===== config.mk =====
export PLATFORM = sky130hd
export DESIGN_NAME = sdm_core
export DESIGN_NICKNAME = d
export VERILOG_FILES = /design/src/sdm_pkg.sv /design/src/sdm_pin_sync.sv /design/src/sdm_core.sv
export SDC_FILE = /design/constraint.sdc
export NUM_CORES = 1
export LEC_CHECK = 0
export ABC_AREA = 1
export ABC_CLOCK_PERIOD_IN_PS = 1300
export BUFFER_PORTS_ARGS = -buffer_cell sky130_fd_sc_hd__buf_2
export CAP_MARGIN = 20
export CORE_MARGIN = 10
export CORE_UTILIZATION = 37
export DETAILED_ROUTE_END_ITERATION = 7
export GPL_TIMING_DRIVEN = 0
export SYNTH_ARGS = -nofsm -noshare
export SYNTH_HDL_FRONTEND = slang
export SYNTH_SLANG_ARGS = --single-unit

===== constraint.sdc =====
create_clock -name i_clk -period 1.3 [get_ports i_clk]
set_clock_uncertainty 0.1 [all_clocks]
set_input_delay 0 -clock i_clk [delete_from_list [all_inputs] [get_ports i_clk]]
set_output_delay 0 -clock i_clk [all_outputs]
set_load 0.01 [all_outputs]

===== src/sdm_pkg.sv =====
// shared constants and pin bundle for the slope delta modulator core
// assumes one system clock; every documented pin is asynchronous to it
package sdm_pkg;
    // history length of the higher-rate variant; the lower-rate one uses 3
    localparam int HIST_LEN_DEFAULT = 4;
    localparam int HIST_LEN_MAX = 8;
    // alternating one-zero preload, so the coincidence output starts inactive
    localparam logic [7:0] IDLE_PATTERN = 8'haa;
    localparam int SYNC_STAGES = 3;
    localparam logic COINC_INACTIVE = 1'h1;

    typedef struct packed {
        logic bit_clk;
        logic cmp_above;
        logic data_in;
        logic encode_sel;
    } sdm_pins_type;

    localparam sdm_pins_type PINS_RESET = '{
        bit_clk: 1'h0,
        cmp_above: 1'h0,
        data_in: 1'h0,
        encode_sel: 1'h0
    };
endpackage


===== src/sdm_pin_sync.sv =====
// three-stage synchroniser for the pin bundle
// assumes all pins are asynchronous to i_clk; the first stage is read only here
`timescale 1ns/100ps
module sdm_pin_sync (
    input wire logic i_clk,
    input wire logic i_rst,
    input wire sdm_pkg::sdm_pins_type i_pins,
    output sdm_pkg::sdm_pins_type o_stage2,
    output sdm_pkg::sdm_pins_type o_stage3
);
    sdm_pkg::sdm_pins_type stage1;

    always_ff @(posedge i_clk or posedge i_rst) begin
        if (i_rst) begin
            stage1 <= sdm_pkg::PINS_RESET;
            o_stage2 <= sdm_pkg::PINS_RESET;
            o_stage3 <= sdm_pkg::PINS_RESET;
        end else begin
            stage1 <= i_pins;
            o_stage2 <= stage1;
            o_stage3 <= o_stage2;
        end
    end
endmodule


===== src/sdm_core.sv =====
// digital core of a continuously variable slope delta modulator codec
// assumes the bit clock, comparator sign, data and mode all arrive as pins
`timescale 1ns/100ps

// Functional notes
// digital output changes only after a bit clock falling edge, stable otherwise
// encode: output low when analog input above feedback, else high
// coincidence output low when history is all ones or all zeros
// history length is a parameter: 3 or 4 stages, all checked
// history shifts once per falling edge, new bit enters first stage
// mode select high loads the analog comparison result
// mode select low loads the serial data input instead
// data input is inverted relative to the digital output
// ramp up when input above feedback, or data high in decode
// exactly one bit per bit clock cycle
// far side supplies the received stream on the data input
// output looped to data input in decode gives a toggling idle pattern
// the output sign bit also directs the integrator ramp
// reset preloads history with alternating ones and zeros
module sdm_core #(
    parameter int HIST_LEN = sdm_pkg::HIST_LEN_DEFAULT
) (
    input wire logic i_clk,
    input wire logic i_rst,
    input wire logic i_bit_clk,
    input wire logic i_cmp_above,
    input wire logic i_data_in,
    input wire logic i_encode_sel,
    output logic o_digital_out,
    output logic o_ramp_up,
    output logic o_coinc_n,
    output logic o_bit_strobe
);
    localparam logic [HIST_LEN-1:0] HIST_IDLE = sdm_pkg::IDLE_PATTERN[HIST_LEN-1:0];
    localparam int PIN_BITS = $bits(sdm_pkg::sdm_pins_type);
    localparam logic [PIN_BITS-1:0] PINS_IDLE = sdm_pkg::PINS_RESET;

    sdm_pkg::sdm_pins_type pins;
    sdm_pkg::sdm_pins_type stage2;
    sdm_pkg::sdm_pins_type stage3;
    sdm_pkg::sdm_pins_type settled;
    logic [PIN_BITS-1:0] stage2_bits;
    logic [PIN_BITS-1:0] stage3_bits;
    logic [PIN_BITS-1:0] settled_bits;
    logic clk_level;
    logic fall;
    logic sel_bit;
    logic [HIST_LEN-1:0] history;
    logic [HIST_LEN-1:0] next_history;

    assign pins = '{
        bit_clk: i_bit_clk,
        cmp_above: i_cmp_above,
        data_in: i_data_in,
        encode_sel: i_encode_sel
    };

    sdm_pin_sync u_sync (
        .i_clk(i_clk),
        .i_rst(i_rst),
        .i_pins(pins),
        .o_stage2(stage2),
        .o_stage3(stage3)
    );

    assign stage2_bits = stage2;
    assign stage3_bits = stage3;
    assign settled = settled_bits;

    // a pin level counts only once stages two and three agree, so a level
    // caught in mid-change by stage three never reaches the history
    generate
        for (genvar k = 0; k < PIN_BITS; k = k + 1) begin : g_settle
            logic level;
            always_ff @(posedge i_clk or posedge i_rst) begin
                if (i_rst) begin
                    level <= PINS_IDLE[k];
                end else if (stage2_bits[k] == stage3_bits[k]) begin
                    level <= stage3_bits[k];
                end
            end
            assign settled_bits[k] = level;
        end
    endgenerate

    // the settled bit clock is the level before the fall being looked for
    assign clk_level = settled.bit_clk;

    // one strobe per accepted high-to-low change
    assign fall = clk_level & ~stage2.bit_clk & ~stage3.bit_clk;

    // the stored bit is the output polarity: low means ramp up
    always_comb begin
        if (settled.encode_sel) begin
            sel_bit = ~settled.cmp_above;
        end else begin
            sel_bit = ~settled.data_in;
        end
    end

    generate
        if (HIST_LEN > 1) begin : g_shift
            assign next_history = {history[HIST_LEN-2:0], sel_bit};
        end else begin : g_single
            assign next_history = sel_bit;
        end
    endgenerate

    always_ff @(posedge i_clk or posedge i_rst) begin
        if (i_rst) begin
            history <= HIST_IDLE;
        end else if (fall) begin
            history <= next_history;
        end
    end

    // outputs are registered copies so the pins never glitch between edges
    always_ff @(posedge i_clk or posedge i_rst) begin
        if (i_rst) begin
            o_digital_out <= HIST_IDLE[0];
            o_ramp_up <= ~HIST_IDLE[0];
        end else if (fall) begin
            o_digital_out <= sel_bit;
            o_ramp_up <= ~sel_bit;
        end
    end

    always_ff @(posedge i_clk or posedge i_rst) begin
        if (i_rst) begin
            o_coinc_n <= sdm_pkg::COINC_INACTIVE;
        end else if (fall) begin
            o_coinc_n <= ~(&next_history | ~|next_history);
        end
    end

    always_ff @(posedge i_clk or posedge i_rst) begin
        if (i_rst) begin
            o_bit_strobe <= 1'h0;
        end else begin
            o_bit_strobe <= fall;
        end
    end
endmodule


==> impl_results.md, run 1 <==
* WL/cell at 9.97 um
* Vias in the first global route at 456
* Vias per cell at a little over 4
* Period utilisation layout at 83.5%
* CP endpoint: history[0]
* Worst-path clk slew at about 0.11 ns
* Post-Layout Inst Area at 911 um^2
* # diodes at 0
* Switching pwr at 0.343 mW
* Largest net degree at the start of global routing at 23
* Max FO, Critical Path at 7
* GP Congestion at 0.705
* Die H at 65.2 um
* Hpwl dp at 733 um
* Die area at roughly 4300 um^2
* Share of layout cells above drive strength 1 at 27.3%
* Area Growth Syn to Fin at 20.5%
* Yosys cell types at 14
* Clock Latency Late Sink at slightly below 0.3 ns
* Setup TNS at 0 ns
* Root Buffer: clkbuf_4
* Max-Cap Viols at 0
* CTS Buf Count at 3
* Row count at 16
* Final hold vios at 0
* Instance count on the critical path at 5
* Syn_nets at 65
* Critical path data required time at between 1 and 1.5 ns
* DRC at 0
* Worst hold path type: primary input to register
* First-pass DRT Iterations at 2
* First-pass GRT wire length at between 1.5 and 2 mm
* Worst path bufs/invs at 1
* Least-Margin Pin Slew at 0.777 ns
* PD cells at 1470 nW/um^2
* Tot GR Track Use at 5.44%
* Core Util, Final at 46.9%
* Final min period at 1.09 ns
* Sink Count at 22
* Worst path max stage delay at 0.42 ns
* Critical hold path startpoint: i_encode_sel
* Bufs on Longest Clock Path at 2
* Die X at 65.2 um
* FF+latch count, synth at 22
* Reg2Reg Capture Point: history[0]
* CP Data Arrival Time at 1.18 ns
* Syn Area/Cell at 12.8 um^2
* Clock power frac at 22.6%
* Critical path's slowest cell: dfrtp_1
* Setup crit end kind: register
* Switching Fraction at 25.6%
* Finish-stage setup viols at 0
* R2R depth at 5
* Via count at 430
* Core Area at around 2000 um^2
* CTS tree: built
* Starting DRT DRC Count at 6
* RSZ-0062 raised after global routing: false
* Post-Syn Area at 756 um^2
* IO buf count at 9
* Worst setup path start: u_sync.o_stage3[3]
* R2R Path Start: u_sync.o_stage3[3]
* Register area share after synthesis at 73.3%
* FMAX at 921 MHz
* Setup CP Type: register to register
* Initial core utilization at 38.9%
* Max H-tree Level at 1
* Worst setup SP type: register
* Mapped Cells at 59
* Ports at 10
* Leak pwr at 0.452 nW
* Initial antenna violation count at 0
* Status: completed
* Warnings, synthesis at 0
* DRT antenna net count at 0
* Total Routed Length at around 1.0 mm
* Cell internal pwr at 0.993 mW
* FILL cells at between 150 and 200
* CP Cell Sequence: nor2_4, nand2_4, inv_6, nand2_4, o21a_1
* Crit path top cell by count: nand2_4
* Logic pwr share at 14.6%
* CP top delay family: flip-flops
* Slew Viols, Final at 0
* Grt ovf at 0
* Seq pwr share at 62.8%
* NumNets Final at 84
* VDD IR max at 0.830 mV
* Post-placement cell area at 835 um^2
* Slew Limit Headroom at 48.2%
* Worst reg2reg setup slack at between 0.2 and 0.25 ns
area by class of cell:
cell class	instances	area, um^2	share of cell area [%]
Tap cell	27	33.8	3.71
Clock buffer	4	26.3	2.88
Timing Repair Buffer	14	95.1	10.4
Multi-Input combinational cell	30	170	18.7
Inverter	7	31.3	3.43
Sequential cell	22	554	60.9
metal layers:
metal	GRT usage, %	wire, um	vias up
met5	0	0	-
li1	-	-	217
met3	2.37	70	2
met4	4.01	8	0
met1	5.59	482	203
met2	8.66	476	8
timing repair:
| item | CTS | global route |
|---|---|---|
| hold buffers | 5 | 0 |
| setup buffers | 0 | 0 |
| endpoints found under the setup margin | 0 | 0 |
| hold endpoints to repair | 23 | 0 |
| gates resized for setup | 0 | 0 |
cell families (layout without fill, tap and decap cells):
| group | after synthesis | in the layout | share of synthesized area, % |
|---|---|---|---|
| AOI/OAI and AO/OA | 4 | 4 | 2.98 |
| buffers and inverters | 7 | 25 | 4.14 |
| adders and majority gates | 3 | 3 | 3.97 |
| and+or+nand+nor | 23 | 23 | 15.6 |
| DFF | 22 | 22 | 73.3 |
synth_stat cells:
library cell / number / area [um^2]
nor2_1: 3 / 11.3
nor2_4: 1 / 11.3
nand2_1: 15 / 56.3
nand2_2: 1 / 6.26
o21a_1: 1 / 7.51
inv_1: 6 / 22.5
a21oi_1: 1 / 5.00
nand2_4: 2 / 22.5
dfrtp_1: 19 / 475
dfstp_2: 3 / 78.8
o21ai_1: 2 / 10.0
maj3_1: 3 / 30.0
nand3_2: 1 / 10.0
inv_6: 1 / 8.76
per-stage QoR:
stage	cells	hold slack (ns)	setup WS, ns	total power [mW]
6_report	104	0.239	0.214	1.34
4_1_cts	104	0.223	0.209	1.36
2_1_floorplan	59	-0.113	0.286	0.977
5_1_grt	104	0.221	0.148	1.43
3_5_place_dp	95	0.00945	0.229	1.04
3_3_place_gp	95	0.00794	0.246	1.04
sequential cells by signal (all words and copies together) (netlist names):
name	cells
clk_level	1
g_settle.level	3
history	3
o_bit_strobe	1
o_coinc_n	1
o_ramp_up	1
u_sync.o_stage2	4
u_sync.o_stage3	4
u_sync.stage1	4
worst min-delay path by stage:
| stage | to | slack, ns | cells past startpoint |
|---|---|---|---|
| after floorplan | clk_level | -0.11 | 1 |
| after global placement | u_sync.stage1[2] | 0.008 | 1 |
| after detailed placement | u_sync.stage1[3] | 0.009 | 1 |
| after CTS | u_sync.stage1[3] | 0.22 | 2 |
| after global routing | u_sync.stage1[2] | 0.22 | 2 |
| final | u_sync.stage1[0] | 0.24 | 2 |
power by group through the flow:
stage / Sequential, mW / Combinational (mW) / Clock, mW
6_report: 0.838 / 0.195 / 0.302
3_3_place_gp: 0.850 / 0.185 / 0
2_1_floorplan: 0.858 / 0.118 / 0
4_1_cts: 0.840 / 0.202 / 0.323
5_1_grt: 0.850 / 0.226 / 0.351
3_5_place_dp: 0.853 / 0.190 / 0
cell usage in the layout, fill, tap and decap left out:
master         count
dfrtp_1           19
nand2_1           15
buf_2              9
inv_1              6
dlygate4sd3_1      5
nor2_1             3
maj3_1             3
clkbuf_4           3
dfstp_2            3
nand2_4            2
o21ai_1            2
nor2_4             1
inv_6              1
a21oi_1            1
nand2_2            1
o21a_1             1
nand3_2            1
clkbuf_1           1
No activity file was read; power rests on OpenSTA's default activity.
==> run 2, diff against run 1 <==
--- a/config.mk
+++ b/config.mk
@@ -6,7 +6,7 @@
 export NUM_CORES = 1
 export LEC_CHECK = 0
 export ABC_AREA = 1
-export ABC_CLOCK_PERIOD_IN_PS = 1300
+export ABC_CLOCK_PERIOD_IN_PS = 1100
 export BUFFER_PORTS_ARGS = -buffer_cell sky130_fd_sc_hd__buf_2
 export CAP_MARGIN = 20
 export CORE_MARGIN = 10
==> constraint.sdc (replaced) <==
create_clock -name i_clk -period 1.1 [get_ports i_clk]
set_clock_uncertainty 0.1 [all_clocks]
set_input_delay 0 -clock i_clk [delete_from_list [all_inputs] [get_ports i_clk]]
set_output_delay 0 -clock i_clk [all_outputs]
set_load 0.01 [all_outputs]
==> impl_results.md, run 2 (same netlist as run 1, synthesis figures left out) <==
* Most frequent cells in the layout: dfrtp_1 (19), nand2_1 (15), buf_2 (8)
* Period utilisation layout at 98.4%
* Status: completed
* Core Area at 1940 um^2
* Vias per cell at 4.13
* Max H-tree Level at 1
* CTS tree: built
* Post-Layout Inst Area at ~920 um^2
* First-pass DRT Iterations at 2
* Setup CP Type: register to register
* First-pass GRT wire length at 1.84 mm
* Tot GR Track Use at approximately 5.4%
* Starting DRT DRC Count at 10
* Ports at 10
* Initial core utilization at 38.9%
* Initial antenna violation count at 0
* CP Data Arrival Time at between 1 and 1.5 ns
* R2R depth at 5
* DRT antenna net count at 0
* Share of layout cells above drive strength 1 at 28.6%
* DRC at 0
* Clock Latency Late Sink at 0.29 ns
* FILL cells at 183
* # Post-CTS Setup Buffers at 0
* WL/cell at just under 10 um
* Placed Instances at 95
* Final min period at 1.08 ns
* Slew Viols, Final at 0
* FMAX at 924 MHz
* R2R Path Start: u_sync.o_stage3[3]
* Grt ovf at 0
* # diodes at 0
* Commonest non-fill, non-tap cell in the layout: dfrtp_1
* Top flop regs: u_sync.o_stage2 x4, u_sync.o_stage3 x4, u_sync.stage1 x4
* Core Util, Final at 47.4%
* Setup TNS at 0 ns
* Hpwl dp at between 700 and 800 um
* Row count at 16
* Largest net degree at the start of global routing at 23
* Worst reg2reg setup slack at 0.02 ns
* Max FO, Critical Path at 7
* VDD IR max at 0.983 mV
* Post-placement cell area at roughly 830 um^2
* Worst-path clk slew at 0.11 ns
* Reg area at approximately 550 um^2
* Min Hold Slack at 0.158 ns
* Worst setup SP type: register
* Post-Layout Cell Count at approximately 100
* Leak pwr at 0.449 nW
* Via count at 430
* CTS Buf Count at 3
* Area Growth Syn to Fin at 21.9%
* Slew Limit Headroom at 70.0%
* RSZ-0062 raised after global routing: true
* Least-Margin Pin Slew at approximately 0.45 ns
* Die X at 65.2 um
* Reg2Reg Capture Point: history[0]
* Finish-stage setup viols at 0
* Total Routed Length at a little over 1 mm
* Final hold vios at 0
* Vias in the first global route at 456
* Multi-input logic area at 170 um^2
* Worst hold path type: primary input to async pin
* Die H at 65.2 um
* Sink Count at 22
* Critical path data required time at between 1 and 1.5 ns
* Bufs on Longest Clock Path at 2
* Root Buffer: clkbuf_4
* Setup crit end kind: register
* Max-Cap Viols at 0
* IO buf count at 9
* NumNets Final at 84
* GP Congestion at 0.705
* Die area at ~4300 um^2
* PD cells at 1730 nW/um^2
-- run 2: worst max-delay path by stage --
stage | from | to | slack, ns | cells after the start
after detailed placement | u_sync.o_stage3[3] | history[0] | 0.03 | 5
final | u_sync.o_stage3[3] | history[0] | 0.02 | 5
after CTS | u_sync.o_stage3[3] | history[0] | 0.009 | 5
after global placement | u_sync.o_stage3[3] | history[0] | 0.05 | 5
after global routing | u_sync.o_stage3[3] | history[0] | -0.05 | 5
after floorplan | u_sync.o_stage3[3] | history[0] | 0.09 | 5
-- run 2: area by class of cell --
class                      instances  area share, %
timing repair buffer              14           11.0
multi-input combinational         30           18.5
tap                               27           3.67
clock buffer                       4           2.85
inverter                           7           3.80
sequential                        22           60.2
-- run 2: timing repair --
action                                 CTS  global route
endpoints found under the hold margin   23             0
setup endpoints to repair                0            21
gates resized for setup                  0             2
hold buffers                             5             0
-- run 2: per-layer routing --
metal  up-vias  global-route usage, %  wire, um
met5         -                      0         0
met4         0                   4.01         8
met3         2                   2.37        74
met2         8                   8.66       481
met1       204                   5.59       462
li1        216                      -         -
-- run 2: power breakdown --
| group | leakage [nW] | internal [mW] | switching, mW | total [mW] |
|---|---|---|---|---|
| sequential | 0.256 | 0.929 | 0.0636 | 0.993 |
| clock | 0.0150 | 0.141 | 0.216 | 0.357 |
| combinational | 0.179 | 0.117 | 0.127 | 0.244 |
| total | 0.449 | 1.19 | 0.407 | 1.59 |
-- run 2: critical path, cell delays in order, from the launching register on --
cell and delay, ns:
dfrtp_1 0.43, nor2_4 0.14, nand2_4 0.10, inv_6 0.08, nand2_4 0.04, o21a_1 0.09
-- run 2: stage by stage --
step           worst slack [ns]  total power, mW
2_1_floorplan            0.0859             1.15
3_3_place_gp             0.0460             1.22
3_5_place_dp             0.0288             1.23
4_1_cts                 0.00950             1.61
5_1_grt                 -0.0520             1.70
6_report                 0.0176             1.59
==> run 3, diff against run 2 <==
--- a/config.mk
+++ b/config.mk
@@ -10,7 +10,7 @@
 export BUFFER_PORTS_ARGS = -buffer_cell sky130_fd_sc_hd__buf_2
 export CAP_MARGIN = 20
 export CORE_MARGIN = 10
-export CORE_UTILIZATION = 37
+export CORE_UTILIZATION = 32
 export DETAILED_ROUTE_END_ITERATION = 7
 export GPL_TIMING_DRIVEN = 0
 export SYNTH_ARGS = -nofsm -noshare
==> impl_results.md, run 3 (same netlist as run 1, synthesis figures left out) <==
* Core Area at 2230 um^2
* Final hold vios at 0
* Seq pwr share at a little over half
* PD cells at 1940 nW/um^2
* First-pass GRT wire length at 1.84 mm
* Ports at 10
* CTS tree: built
* Max-Cap Viols at 0
* Worst hold path type: primary input to async pin
* Share of layout cells above drive strength 1 at ~30%
* Period utilisation layout at 97.7%
* Die area at 4710 um^2
* CP top delay family: flip-flops
* Largest net degree at the start of global routing at 23
* Tot GR Track Use at roughly 5.3%
* Setup CP Type: register to register
* Commonest non-fill, non-tap cell in the layout: dfrtp_1
* Row count at 17
* Vias per cell at roughly 4.2
* NumNets Final at 84
* Max H-tree Level at 1
* Root Buffer: clkbuf_4
* Post-placement cell area at around 840 um^2
* Sink Count at 22
* Total Routed Length at 1.03 mm
* Total power at between 1.5 and 2 mW
* CP Cell Sequence: nor2_4, nand2_4, inv_6, nand2_4, o21a_1
* FMAX at roughly 930 MHz
* Switching Fraction at 22.9%
* R2R Path Start: u_sync.o_stage2[3]
* Cell internal pwr at 1.43 mW
* CTS Buf Count at 3
* Leak pwr at around 0.46 nW
* VDD IR max at between 0.9 and 1 mV
* Post-Layout Inst Area at 955 um^2
* Worst path bufs/invs at 1
* Die X at 68.6 um
* RSZ-0062 raised after global routing: true
* DRC at 0
* Starting DRT DRC Count at 8
* Clock Latency Late Sink at 0.30 ns
* DRT antenna net count at 0
* Via count at 440
* # diodes at 0
* # Post-CTS Setup Buffers at 0
* Status: completed
* Final min period at around 1.1 ns
* Vias in the first global route at 450
* WL/cell at 9.83 um
* GP Congestion at about 0.74
* Critical path data required time at 1.20 ns
* Bufs on Longest Clock Path at 2
* Initial core utilization at 33.8%
* Critical path's slowest cell: dfrtp_1
* CP Data Arrival Time at 1.18 ns
* Slew Limit Headroom at between 60% and 70%
* Die H at between 60 and 70 um
* FILL cells at 220
* Least-Margin Pin Slew at 0.460 ns
* Most frequent cells in the layout: dfrtp_1 (19), nand2_1 (15), buf_2 (7)
* Worst path max stage delay at between 0.4 and 0.5 ns
* Hpwl dp at 737 um
* Worst setup SP type: register
* Crit path top cell by count: nand2_4
* Top flop regs: u_sync.o_stage2 x4, u_sync.o_stage3 x4, u_sync.stage1 x4
* Slew Viols, Final at 0
* Clock power frac at roughly 32%
* Initial antenna violation count at 0
* Setup crit end kind: register
* Logic pwr share at 13.8%
* Switching pwr at 0.423 mW
* Grt ovf at 0
* Worst setup path start: u_sync.o_stage2[3]
* Worst-path clk slew at 0.12 ns
* Finish-stage setup viols at 0
* Max FO, Critical Path at 7
* First-pass DRT Iterations at 2
* IO buf count at 9
* Area Growth Syn to Fin at 26.3%
run 3: cell count changes in the layout (fill, tap and decap cells not counted), sizes merged:
cell    change
bufinv      +1
clkbuf      -1
run 3: power by group through the flow:
stage	clock, mW	combinational, mW	sequential [mW]
6_report	0.599	0.255	0.995
5_1_grt	0.654	0.292	1.01
4_1_cts	0.622	0.237	0.992
3_5_place_dp	0	0.222	1.01
3_3_place_gp	0	0.218	1.00
2_1_floorplan	0	0.140	1.01
run 3: metrics by stage:
step	std cells	TNS [ns]	utilization (%)	hold slack, ns	worst slack (ns)
after floorplan	59	0	-	-0.113	0.0859
after global placement	96	0	37.4	0.00847	0.0478
after detailed placement	96	0	37.4	0.00937	0.0313
after CTS	105	0	42.0	0.213	0.00709
after global routing	105	-0.0511	42.7	0.169	-0.0508
final	105	0	42.7	0.161	0.0253
run 3: what timing repair did:
item / CTS / global route
endpoints found under the hold margin: 23 / 0
endpoints found under the setup margin: 0 / 22
gates resized for setup: 0 / 3
hold buffers: 5 / 0
run 3: tightest hold or removal path: stages:
cell and delay (ns):
dlygate4sd3_1 0.54, buf_2 0.14, clkinvlp_4 0.32
run 3: area by class of cell:
cell class / count / area, um^2 / area share [%]
Sequential cell: 22 / 554 / 58.1
Multi-Input combinational cell: 30 / 170 / 17.8
Timing Repair Buffer: 14 / 108 / 11.3
Inverter: 7 / 35.0 / 3.67
Tap cell: 28 / 35.0 / 3.67
Clock inverter: 1 / 30.0 / 3.15
Clock buffer: 3 / 22.5 / 2.36
run 3: path summary, 6_finish.rpt:
| kind | to | slack, ns | cells after the start |
|---|---|---|---|
| max | history[0] | 0.03 | 5 |
| min | u_sync.stage1[3] | 0.16 | 3 |
| max reg2reg | history[0] | 0.03 | 5 |
| min reg2reg | u_sync.o_stage2[1] | 0.26 | 0 |
| max in group asynchronous | history[1] | 0.43 | 3 |
| min in group i_clk | u_sync.stage1[1] | 0.23 | 2 |
run 3: routing by layer:
| layer | vias up | global-route usage, % | part of all wire (%) | wire length [um] |
|---|---|---|---|---|
| li1 | 216 | - | - | - |
| met1 | 214 | 5.42 | 44 | 459 |
| met2 | 8 | 7.60 | 46 | 474 |
| met3 | 2 | 4.03 | 8.5 | 88 |
| met4 | 0 | 3.02 | 0.87 | 9 |
| met5 | - | 0 | 0 | 0 |
